==> config.mk <==
export PLATFORM = sky130hd
export DESIGN_NAME = switch_port_config_gpio_regs
export DESIGN_NICKNAME = d
export VERILOG_FILES = /design/src/switch_cfg_pkg.sv /design/src/gpio_pins_if.sv /design/src/gpio_pin_driver.sv /design/src/switch_port_config_gpio_regs.sv
export SDC_FILE = /design/constraint.sdc
export NUM_CORES = 1
export LEC_CHECK = 0
export BUFFER_PORTS_ARGS = -buffer_cell sky130_fd_sc_hd__buf_2
export CAP_MARGIN = 40
export CORE_MARGIN = 2
export CORE_UTILIZATION = 58
export CTS_CLUSTER_DIAMETER = 40
export DETAILED_ROUTE_END_ITERATION = 8
export PLACE_DENSITY = 0.86
export REMOVE_ABC_BUFFERS = 1
export SYNTH_ARGS = -nofsm -noshare
export SYNTH_HDL_FRONTEND = slang
export SYNTH_SLANG_ARGS = --single-unit
==> constraint.sdc <==
create_clock -name clk -period 6.47 [get_ports clk]
set_clock_uncertainty 0.2 [all_clocks]
set_input_delay 1.941 -clock clk [delete_from_list [all_inputs] [get_ports clk]]
set_output_delay 1.941 -clock clk [all_outputs]
set_load 0.01 [all_outputs]
==> src/switch_cfg_pkg.sv <==
// Overview of operation
// - Each GPIO pin has enable; resets input.
// - Drive pin with value only when enabled.
// - Input bit shows live pin level always.
// - Pin n uses bits 4n to 4n+3.
// - GPIO register exists on upstream port only.
// - Bit 20 globally disables clocks; strap default.
// - Bits 19:16 enable each clock; reset Fh.
// - Capability header reads 0Dh, next C0h.
// - Subsystem vendor/device codes share word, zero.
// - Read-only fields accept loaded default values.
// - Ordering-freeze-disable bit stops relaxed-ordering rule.
// - Bit 10 disables port; loadable only.
// - Reset select acts on upstream port only.
// - Bits 9:8 set rate change attempts.
// - Bits 23:16 hold extra PHY byte, 79h.
// - Mode word low half reports strap flags.
// - Equaliser byte 86h upstream, 00h downstream.
// - Word three: lane mode zero, delta one.
package switch_cfg_pkg;
  localparam int ADDR_W = 8;
  localparam int GPIO_N = 8;
  localparam int MODE_PIN_N = 9;
  localparam int REFCLK_N = 4;

  localparam logic [ADDR_W-1:0] OFF_TL_CTRL = 8'h8c;
  localparam logic [ADDR_W-1:0] OFF_PHY3 = 8'h90;
  localparam logic [ADDR_W-1:0] OFF_PHY4 = 8'h94;
  localparam logic [ADDR_W-1:0] OFF_OPMODE = 8'h98;
  localparam logic [ADDR_W-1:0] OFF_SUBSYS_CAP = 8'hb0;
  localparam logic [ADDR_W-1:0] OFF_SUBSYS_ID = 8'hb4;
  localparam logic [ADDR_W-1:0] OFF_GPIO = 8'hb8;

  localparam logic [31:0] TL_RESET = 32'h0079_0010;
  localparam logic [31:0] TL_IMPL_MASK = 32'hbfff_1fff;
  localparam logic [31:0] TL_SW_MASK = 32'h0000_0060;
  localparam int TL_ORDER_FREEZE_BIT = 6;
  localparam int TL_RATE_CNT_LSB = 8;
  localparam int TL_PORT_DISABLE_BIT = 10;
  localparam int TL_RESET_SEL_BIT = 11;
  localparam int TL_EXTRA_PHY_LSB = 16;

  localparam logic [31:0] PHY3_RESET = 32'h0000_8000;
  localparam logic [31:0] PHY3_IMPL_MASK = 32'hffff_807f;
  localparam logic [31:0] PHY4_RESET_UP = 32'h0086_116b;
  localparam logic [31:0] PHY4_RESET_DOWN = 32'h0000_116b;
  localparam logic [31:0] PHY4_MASK_UP = 32'h00ff_ffff;
  localparam logic [31:0] PHY4_MASK_DOWN = 32'h0000_ffff;

  localparam int CLKBUF_EN_LSB = 16;
  localparam int CLOCK_BUFFER_POWERDOWN_STRAP_BIT = 20;
  localparam logic [REFCLK_N-1:0] CLKBUF_EN_RESET = 4'hf;
  localparam logic [31:0] OPMODE_LOAD_MASK = 32'h001f_0000;

  localparam logic [7:0] SUBSYS_CAP_ID = 8'h0d;
  localparam logic [7:0] SUBSYS_NEXT_PTR = 8'hc0;
  localparam logic [31:0] SUBSYS_ID_RESET = 32'h0000_0000;

  localparam int GPIO_IN_POS = 0;
  localparam int GPIO_OE_POS = 1;
  localparam int GPIO_VAL_POS = 2;
  localparam logic [GPIO_N-1:0] GPIO_OE_RESET = 8'h00;
  localparam logic [GPIO_N-1:0] GPIO_VAL_RESET = 8'h00;
endpackage

==> src/gpio_pins_if.sv <==
`timescale 1ns/1ps
interface gpio_pins_if #(parameter int N = 8);
  logic [N-1:0] oe;
  logic [N-1:0] val;
  logic [N-1:0] level;
  modport regs (output oe, output val, input level);
  modport pins (input oe, input val, output level);
endinterface

==> src/gpio_pin_driver.sv <==
`timescale 1ns/1ps
module gpio_pin_driver #(
  parameter int N = 8
) (
  input wire logic clk,
  input wire logic sys_rst,
  gpio_pins_if.pins ctrl,
  input wire logic [N-1:0] gpioPinIn,
  output logic [N-1:0] gpioPinOut,
  output logic [N-1:0] gpioPinOe
);
  logic [N-1:0] pinMeta_reg;
  logic [N-1:0] pinSync_reg;

  // Every per-pin vector needs at least one bit
  if (N < 1) begin : pinCountCheck
    $error("gpio_pin_driver needs at least one pin");
  end

  // Pins are asynchronous to clk; the first stage is read by the second only
  always_ff @(posedge clk) begin
    pinMeta_reg <= gpioPinIn;
    pinSync_reg <= pinMeta_reg;
  end

  assign ctrl.level = pinSync_reg;

  always_ff @(posedge clk) begin
    if (sys_rst) begin
      gpioPinOe <= '0;
      gpioPinOut <= '0;
    end else begin
      gpioPinOe <= ctrl.oe;
      // Value is forced low while undriven so nothing leaks through the pad
      gpioPinOut <= ctrl.val & ctrl.oe;
    end
  end
endmodule

==> src/switch_port_config_gpio_regs.sv <==
`timescale 1ns/1ps
module switch_port_config_gpio_regs
  #(
  parameter bit IS_UPSTREAM = 1'b1
) (
  input wire logic clk,
  input wire logic sys_rst,
  input wire logic cfgReq,
  input wire logic cfgWrite,
  input wire logic [switch_cfg_pkg::ADDR_W-1:0] cfgAddr,
  input wire logic [3:0] cfgByteEn,
  input wire logic [31:0] cfgWdata,
  output logic [31:0] cfgRdata,
  output logic cfgAck,
  input wire logic defaultLoad,
  input wire logic [switch_cfg_pkg::ADDR_W-1:0] defaultAddr,
  input wire logic [31:0] defaultData,
  input wire logic clockBufferPowerdownStrap,
  input wire logic [switch_cfg_pkg::MODE_PIN_N-1:0] modePins,
  input wire logic [switch_cfg_pkg::GPIO_N-1:0] gpioPinIn,
  output logic [switch_cfg_pkg::GPIO_N-1:0] gpioPinOut,
  output logic [switch_cfg_pkg::GPIO_N-1:0] gpioPinOe,
  output logic [switch_cfg_pkg::REFCLK_N-1:0] refClkOutEnable,
  output logic portDisable,
  output logic relaxedOrderingOff,
  output logic resetSelect,
  output logic [1:0] rateChangeAttemptCount,
  output logic [7:0] extraPhyControlByte
);
  import switch_cfg_pkg::*;

  // Merge write data under byte enables, limited to the bits that may change
  function automatic logic [31:0] mergeWrite(
    input logic [31:0] old,
    input logic [31:0] wdata,
    input logic [3:0] be,
    input logic [31:0] mask
  );
    logic [31:0] laneMask;
    laneMask = {{8{be[3]}}, {8{be[2]}}, {8{be[1]}}, {8{be[0]}}} & mask;
    return (old & ~laneMask) | (wdata & laneMask);
  endfunction

  // One strobe qualified by one address match
  function automatic logic hitOffset(
    input logic strobe,
    input logic [ADDR_W-1:0] addr,
    input logic [ADDR_W-1:0] offset
  );
    return strobe && (addr == offset);
  endfunction

  localparam logic [31:0] PHY4_RESET = IS_UPSTREAM ? PHY4_RESET_UP : PHY4_RESET_DOWN;
  localparam logic [31:0] PHY4_MASK = IS_UPSTREAM ? PHY4_MASK_UP : PHY4_MASK_DOWN;

  // The read words below are built for exactly these field sizes
  if (4 * GPIO_N != 32) begin : gpioFitCheck
    $error("GPIO groups must fill one register word");
  end
  if (REFCLK_N != CLOCK_BUFFER_POWERDOWN_STRAP_BIT - CLKBUF_EN_LSB) begin : clkFieldCheck
    $error("clock enable field must reach the global disable bit");
  end
  if (MODE_PIN_N != 9) begin : modeFitCheck
    $error("mode word layout assumes nine mode pins");
  end

  gpio_pins_if #(.N(GPIO_N)) gpioBus ();

  logic [31:0] tlCtrl_reg;
  logic [31:0] phy3_reg;
  logic [31:0] phy4_reg;
  logic [REFCLK_N-1:0] clkBufEn_reg;
  logic clkBufPd_reg;
  logic [31:0] subsysId_reg;
  logic [GPIO_N-1:0] gpioOe_reg;
  logic [GPIO_N-1:0] gpioVal_reg;
  logic strapMeta_reg;
  logic strapSync_reg;
  logic [MODE_PIN_N-1:0] modeMeta_reg;
  logic [MODE_PIN_N-1:0] modeSync_reg;
  logic swWrite;
  logic [31:0] gpioWord;
  logic [31:0] opmodeWord;
  logic [31:0] readWord;
  logic strapHold_reg;
  logic loadTl;
  logic loadPhy3;
  logic loadPhy4;
  logic loadOpmode;
  logic loadSubsys;
  logic writeTl;
  logic writeGpio;

  assign swWrite = cfgReq & cfgWrite;
  assign loadTl = hitOffset(defaultLoad, defaultAddr, OFF_TL_CTRL);
  assign loadPhy3 = hitOffset(defaultLoad, defaultAddr, OFF_PHY3);
  assign loadPhy4 = hitOffset(defaultLoad, defaultAddr, OFF_PHY4);
  assign loadOpmode = hitOffset(defaultLoad, defaultAddr, OFF_OPMODE);
  assign loadSubsys = hitOffset(defaultLoad, defaultAddr, OFF_SUBSYS_ID);
  assign writeTl = hitOffset(swWrite, cfgAddr, OFF_TL_CTRL);
  assign writeGpio = hitOffset(swWrite, cfgAddr, OFF_GPIO);

  // Strap and mode pins come from outside the clock domain
  always_ff @(posedge clk) begin
    strapMeta_reg <= clockBufferPowerdownStrap;
    strapSync_reg <= strapMeta_reg;
  end

  always_ff @(posedge clk) begin
    modeMeta_reg <= modePins;
    modeSync_reg <= modeMeta_reg;
  end

  // Default loading writes every implemented bit; software only the writable ones
  always_ff @(posedge clk) begin
    if (sys_rst) begin
      tlCtrl_reg <= TL_RESET;
    end else if (loadTl) begin
      tlCtrl_reg <= defaultData & TL_IMPL_MASK;
    end else if (writeTl) begin
      tlCtrl_reg <= mergeWrite(tlCtrl_reg, cfgWdata, cfgByteEn, TL_SW_MASK);
    end
  end

  always_ff @(posedge clk) begin
    if (sys_rst) begin
      phy3_reg <= PHY3_RESET;
    end else if (loadPhy3) begin
      phy3_reg <= defaultData & PHY3_IMPL_MASK;
    end
  end

  always_ff @(posedge clk) begin
    if (sys_rst) begin
      phy4_reg <= PHY4_RESET;
    end else if (loadPhy4) begin
      phy4_reg <= defaultData & PHY4_MASK;
    end
  end

  // The strap is taken once more on the first clock after reset, so a short
  // reset still leaves the synchronised pin level in the register
  always_ff @(posedge clk) begin
    if (sys_rst) begin
      strapHold_reg <= 1'b1;
    end else begin
      strapHold_reg <= 1'b0;
    end
  end

  always_ff @(posedge clk) begin
    if (sys_rst) begin
      clkBufPd_reg <= strapSync_reg;
    end else if (loadOpmode) begin
      clkBufPd_reg <= defaultData[CLOCK_BUFFER_POWERDOWN_STRAP_BIT];
    end else if (strapHold_reg) begin
      clkBufPd_reg <= strapSync_reg;
    end
  end

  always_ff @(posedge clk) begin
    if (sys_rst) begin
      clkBufEn_reg <= CLKBUF_EN_RESET;
    end else if (loadOpmode) begin
      clkBufEn_reg <= defaultData[CLKBUF_EN_LSB +: REFCLK_N];
    end
  end

  always_ff @(posedge clk) begin
    if (sys_rst) begin
      subsysId_reg <= SUBSYS_ID_RESET;
    end else if (loadSubsys) begin
      subsysId_reg <= defaultData;
    end
  end

  // Downstream ports have no GPIO register: state stays at reset
  always_ff @(posedge clk) begin
    if (sys_rst || !IS_UPSTREAM) begin
      gpioOe_reg <= GPIO_OE_RESET;
    end else begin
      for (int n = 0; n < GPIO_N; n++) begin
        if (writeGpio && cfgByteEn[n/2]) begin
          gpioOe_reg[n] <= cfgWdata[4*n + GPIO_OE_POS];
        end
      end
    end
  end

  always_ff @(posedge clk) begin
    if (sys_rst || !IS_UPSTREAM) begin
      gpioVal_reg <= GPIO_VAL_RESET;
    end else begin
      for (int n = 0; n < GPIO_N; n++) begin
        if (writeGpio && cfgByteEn[n/2]) begin
          gpioVal_reg[n] <= cfgWdata[4*n + GPIO_VAL_POS];
        end
      end
    end
  end

  assign gpioBus.oe = gpioOe_reg;
  assign gpioBus.val = gpioVal_reg;

  gpio_pin_driver #(.N(GPIO_N)) pinDriver (
    .clk(clk),
    .sys_rst(sys_rst),
    .ctrl(gpioBus.pins),
    .gpioPinIn(gpioPinIn),
    .gpioPinOut(gpioPinOut),
    .gpioPinOe(gpioPinOe)
  );

  genvar g;
  generate
    for (g = 0; g < GPIO_N; g++) begin : gpioField
      assign gpioWord[4*g + GPIO_IN_POS] = gpioBus.level[g];
      assign gpioWord[4*g + GPIO_OE_POS] = gpioOe_reg[g];
      assign gpioWord[4*g + GPIO_VAL_POS] = gpioVal_reg[g];
      assign gpioWord[4*g + 3] = 1'b0;
    end
  endgenerate

  // Low half: seven zeros, scan, package select, then the seven flags
  assign opmodeWord = {11'h000, clkBufPd_reg, clkBufEn_reg, 7'h00, modeSync_reg};

  always_comb begin
    case (cfgAddr)
      OFF_TL_CTRL: readWord = tlCtrl_reg;
      OFF_PHY3: readWord = phy3_reg;
      OFF_PHY4: readWord = phy4_reg;
      OFF_OPMODE: readWord = opmodeWord;
      OFF_SUBSYS_CAP: readWord = {16'h0000, SUBSYS_NEXT_PTR, SUBSYS_CAP_ID};
      OFF_SUBSYS_ID: readWord = subsysId_reg;
      OFF_GPIO: readWord = IS_UPSTREAM ? gpioWord : 32'h0000_0000;
      default: readWord = 32'h0000_0000;
    endcase
  end

  // Every access completes in one cycle; writes read back zero data
  always_ff @(posedge clk) begin
    if (sys_rst) begin
      cfgAck <= 1'b0;
    end else begin
      cfgAck <= cfgReq;
    end
  end

  always_ff @(posedge clk) begin
    if (sys_rst) begin
      cfgRdata <= 32'h0000_0000;
    end else begin
      cfgRdata <= (cfgReq && !cfgWrite) ? readWord : 32'h0000_0000;
    end
  end

  // Control outputs lag their register by one clock
  always_ff @(posedge clk) begin
    if (sys_rst) begin
      refClkOutEnable <= '0;
    end else begin
      refClkOutEnable <= clkBufEn_reg & {REFCLK_N{~clkBufPd_reg}};
    end
  end

  always_ff @(posedge clk) begin
    if (sys_rst) begin
      portDisable <= 1'b0;
    end else begin
      portDisable <= tlCtrl_reg[TL_PORT_DISABLE_BIT];
    end
  end

  always_ff @(posedge clk) begin
    if (sys_rst) begin
      relaxedOrderingOff <= 1'b0;
    end else begin
      relaxedOrderingOff <= tlCtrl_reg[TL_ORDER_FREEZE_BIT];
    end
  end

  always_ff @(posedge clk) begin
    if (sys_rst) begin
      resetSelect <= 1'b0;
    end else begin
      resetSelect <= IS_UPSTREAM & tlCtrl_reg[TL_RESET_SEL_BIT];
    end
  end

  always_ff @(posedge clk) begin
    if (sys_rst) begin
      rateChangeAttemptCount <= 2'h0;
    end else begin
      rateChangeAttemptCount <= tlCtrl_reg[TL_RATE_CNT_LSB +: 2];
    end
  end

  always_ff @(posedge clk) begin
    if (sys_rst) begin
      extraPhyControlByte <= 8'h00;
    end else begin
      extraPhyControlByte <= tlCtrl_reg[TL_EXTRA_PHY_LSB +: 8];
    end
  end
endmodule

# Word level (Yosys, flattened, before mapping)

Index checks and enable logic that the tools add are counted.

Flip-flop bits (word level): 236
Latch bits: 0
RAM bits: 0
Memory bits (read-only): 0
Memories kept: 0

$add $sub $neg: 0
Multiply operators: 0
Divide/modulo/power cells: 0
Magnitude comparators: 0
Equal/unequal tests: 12
Shifts and indexed selects: 0
Muxes and demuxes: 7
Bitwise logic cells: 9
Reductions and logical operators: 17

Operator list:

| cell                 | number |
|---|---|
| $pmux W32 S7         | 1 |
| $eq A8 B8 Y1 const B | 12 |
| $mux W32             | 2 |
| $and A32 B32 Y32     | 1 |
| $and A32 B7 Y32      | 1 |
| $not A7 Y32          | 1 |
| $or A32 B32 Y32      | 1 |
| $logic_and A1 B1 Y1  | 12 |
| $and A8 B8 Y8        | 1 |
| $and A4 B4 Y4        | 1 |
| $mux W1              | 4 |
| $reduce_or A2 Y1     | 2 |
| $reduce_bool A3 Y1   | 1 |
| $not A1 Y1           | 2 |
| $reduce_bool A2 Y1   | 1 |
| $and A1 B1 Y1        | 1 |
| $logic_not A1 Y1     | 1 |

# Logic depth before layout (Yosys ltp)

Depth after elaboration: 5
Gate-level depth with buffers: 8
Depth with buffers taken out: 4

# Modules after synthesis

A second synthesis with hierarchy kept.

Cell total of the unflattened synthesis: 893
Area total of the unflattened synthesis: 8634.5 um^2

By module, submodules not included:

| module                       | times used | cells each | area an instance (um^2) |
|---|---|---|---|
| switch_port_config_gpio_regs | 1          | 844        | 7862.5 |
| gpio_pin_driver              | 1          | 49         | 772.0 |

# Worst setup path after synthesis

Ideal clock, no wire load.

Kind: input-to-reg
From: input port cfgAddr[1] (netlist name)
To: register cfgRdata[18]
Setup time: 67 ps
Arrival: 3464 ps
Required time: 6203 ps
Path slack: 2740 ps
Stages: 6
Buffers on the path: 3
Path through: or4b_1 -> buf_2 -> or4b_1 -> buf_2 -> buf_6 -> a21oi_2

Longest elaborated chain between the ends: 2

Ends and longest elaborated chain:

| item                   | RTL line                            | source |
|---|---|---|
| start: declaration     | switch_port_config_gpio_regs.sv:10  | `input wire logic [switch_cfg_pkg::ADDR_W-1:0] cfgAddr,` |
| $eq A8 B8 Y1           | switch_port_config_gpio_regs.sv:228 | `case (cfgAddr)` |
| $pmux W32 S7 *         | switch_port_config_gpio_regs.sv:228 |  |
| end signal: assignment | switch_port_config_gpio_regs.sv:253 | `cfgRdata <= (cfgReq && !cfgWrite) ? readWord : 32'h0000_0000;` |
| end: declaration       | switch_port_config_gpio_regs.sv:13  | `output logic [31:0] cfgRdata,` |

Mark *: on every way between the ends. The rest lies on a longest branch, timed or not.
A chain may end at the register's enable or synchronous reset.

# Final worst setup path

From: input port cfgAddr[2] (netlist name)
To: register cfgRdata[19]

The elaborated chain is that of the path after synthesis.

==> summary.md <==
| Metric | Value |
|---|---|
| Outcome | finished clean |
| WP depth | 5 |
| Initial Util | 58.67% |
| Syn Area/Cell | roughly 10 um^2 |
| Top cells by count, synth | dfxtp_1, nand2_1, nor2_1, mux2i_1, clkbuf_1 |
| LEAKAGE | about 4.3 nW |
| Hold/Removal Path Class | flip-flop to flip-flop |
| Final setup violation count | 0 |
| Post-CTS setup buffers | 0 |
| Area grow syn2layout | 22.53% |
| Worst R2R Path Depth | 4 |
| Via/cell ratio | roughly 5.8 |
| Row count | 44 |
| Seq cells post-synth | roughly 230 |
| Final hold violations | 0 |
| Initial DRC Count | ~660 |
| Cells after synthesis | 843 |
| Vias in the first global route | around 6600 |
| Drt wl/cell | roughly 18 um |
| Worst-path fanout max | 25 |
| CP startpoint kind | input port |
| Seq/Total Area, Yosys | 55.21% |
| Placer Congestion | around 0.84 |
| Setup Crit Path Kind | input port to flip-flop |
| Net Sw Frac | between 20% and 30% |
| Crit-path slowest cell | and4_1 |
| CP arrival | ~4200 ps |
| Root Buffer | clkbuf_16 |
| DR vias | approximately 6800 |
| Synth top area cells | dfxtp_1, mux2i_1, nand2_1 |
| First-pass GRT wire length | about 34 mm |
| Post-Syn Area | about 8400 um^2 |
| Routed WL | around 22 mm |
| H-tree Lvls | 1 |
| Post-synth top area share | between 50% and 60% |
| Logic pwr share | 3.6% |
| Cell taking the most area after synthesis | dfxtp_1 |
| Met1 usage | 34.01% |
| CTS tree | yes |
| Die Ht | about 120 um |
| Critical path buffers and inverters | 1 |
| CTS resizes | 0 |
| Core area | ~14000 um^2 |
| Cts hold-fix bufs | 0 |
| Final min period | 3987 ps |
| Unrepaired setup endpoints after global routing | no |
| Hold Crit Depth | 0 |
| Final core utilization | between 70% and 80% |
| Max Freq | roughly 250 MHz |
| Max cap viols | 0 |
| DR DRC count | 0 |
| Met2 Track Usage GR | between 40% and 50% |
| Post-synth EDFFs | 1 |
| GR Util met3 | ~5% |
| Crit path required time | between 6000 and 7000 ps |
| Die area | between 15000 and 20000 um^2 |
| Max IR drop VDD | roughly 0.2 mV |
| DRT Pass-1 Iters | 5 |
| Layout cells sized above 1 | roughly 25% |
| Number of CTS-inserted buffers | 29 |
| Count leader, synth | dfxtp_1 |
| Crit-path cells | buf_2 -> nor2b_1 -> and4_1 -> a22oi_1 -> a21oi_2 |
| Sequential power share | 45.6% |
| IO Pins | between 150 and 200 |
| Psw | between 0.6 and 0.7 mW |
| Initial antenna violation count | 2 |
| Async SR Flop Fraction | 0% |
| Congestion Overflow GR | 0 |
| Clk slew on worst S/H paths | approximately 60 ps |
| Slew @ Worst Pin | 810.3 ps |
| Total global-route track usage | between 20% and 30% |
| Detail Placement HPWL | 13.22 mm |
| Critical Path Max Stage Delay | roughly 820 ps |
| Setup TNS | 0 ps |
| Clock Power Share | 50.8% |
| Synthesis Warnings | 0 |
| Clk_lat worst skew | around 520 ps |
| Post-layout net count | between 1000 and 1500 |
| Critical Path End Type | flip-flop |
| Sink Count | 232 |
| Slew HR | 45.78% |
| Crit-path leading delay family | simple AND/OR/NAND/NOR gates |
| Gr busiest metal | met2 |
| Main synth FF type | dfxtp_1 |
| Power density cells | between 300 and 400 nW/um^2 |
| CTS Buffer Depth | 3 |
| Internal | around 2.5 mW |
| Final worst-path cycle share | between 60 and 70% |
| Pin count of the biggest net entering global routing | just over 90 |
| Tot Pwr | roughly 3.2 mW |
| Die width | about 120 um |
| Library cells used by synthesis | 46 |
| Post-route ant nets | 0 |
| IO buf count | between 150 and 200 |
| Fin. max-slew vios | 0 |
metal layers:
layer / wire, um / up-vias
met2: 10650 / 332
met1: 8635 / 3238
li1: - / 3210
met5: 7 / -
met4: 593 / 2
met3: 1876 / 49
cells in the final DEF, fill, tap and decap left out, drive strengths merged, types with 3 or more instances in the layout:
cell / n
nor3: 3
a32oi: 12
a222oi: 7
nand4: 3
a22oi: 14
a21o: 8
clkbuf: 33
nor3b: 3
clkinv: 8
clkinvlp: 4
mux2i: 78
inv: 8
and4b: 7
nand3b: 18
nor2b: 25
and4: 4
buf: 171
a31oi: 5
a21oi: 56
bufinv: 4
and2: 16
nor2: 90
mux2: 8
nand2: 120
nand3: 9
a22o: 26
nand2b: 6
nor4bb: 4
dfxtp: 231
cell type report:
cell class	count	area, um^2
antenna	1	2.502
clock buffer	33	760.7
clock inverter	19	224.0
fill	979	4039
inverter	5	18.77
multi-input combinational	543	3503
sequential	232	4654
tap	184	230.2
timing repair buffer	171	935.9
cells by family after synthesis:
group                  Yosys count  share of synthesized area [%]
muxes                           86                          10.33
DFF                            232                          55.21
buffers and inverters           68                          3.473
AOI/OAI and AO/OA              138                          12.30
and+or+nand+nor                319                          18.69
power groups by stage:
stage          logic [mW]  clock network [mW]  registers, mW
2_1_floorplan      0.0308                   0           1.48
3_3_place_gp        0.107                   0           1.48
3_5_place_dp        0.111                   0           1.48
4_1_cts             0.112                1.63           1.45
5_1_grt             0.122                1.70           1.45
6_report            0.114                1.62           1.45
path summary, 6_finish.rpt:
kind                                      start              end  slack, ps
worst min register to register  modeMeta_reg[0]  modeSync_reg[0]        120
worst max-delay path                 cfgAddr[2]     cfgRdata[19]       2480
worst min-delay path            modeMeta_reg[0]  modeSync_reg[0]        120
worst max register to register  subsysId_reg[2]      cfgRdata[2]       5150
per-stage QoR:
step	cell area [um^2]	cells	hold slack [ps]	setup slack, ps
after global routing	10330	1188	133.0	2431
after floorplan	8157	780	109.6	1069
after detailed placement	9343	1135	112.1	2052
after CTS	10330	1187	125.5	2557
final	10330	1188	124.3	2483
after global placement	9265	1130	111.2	1958
Power figures use the tool's default switching activity.
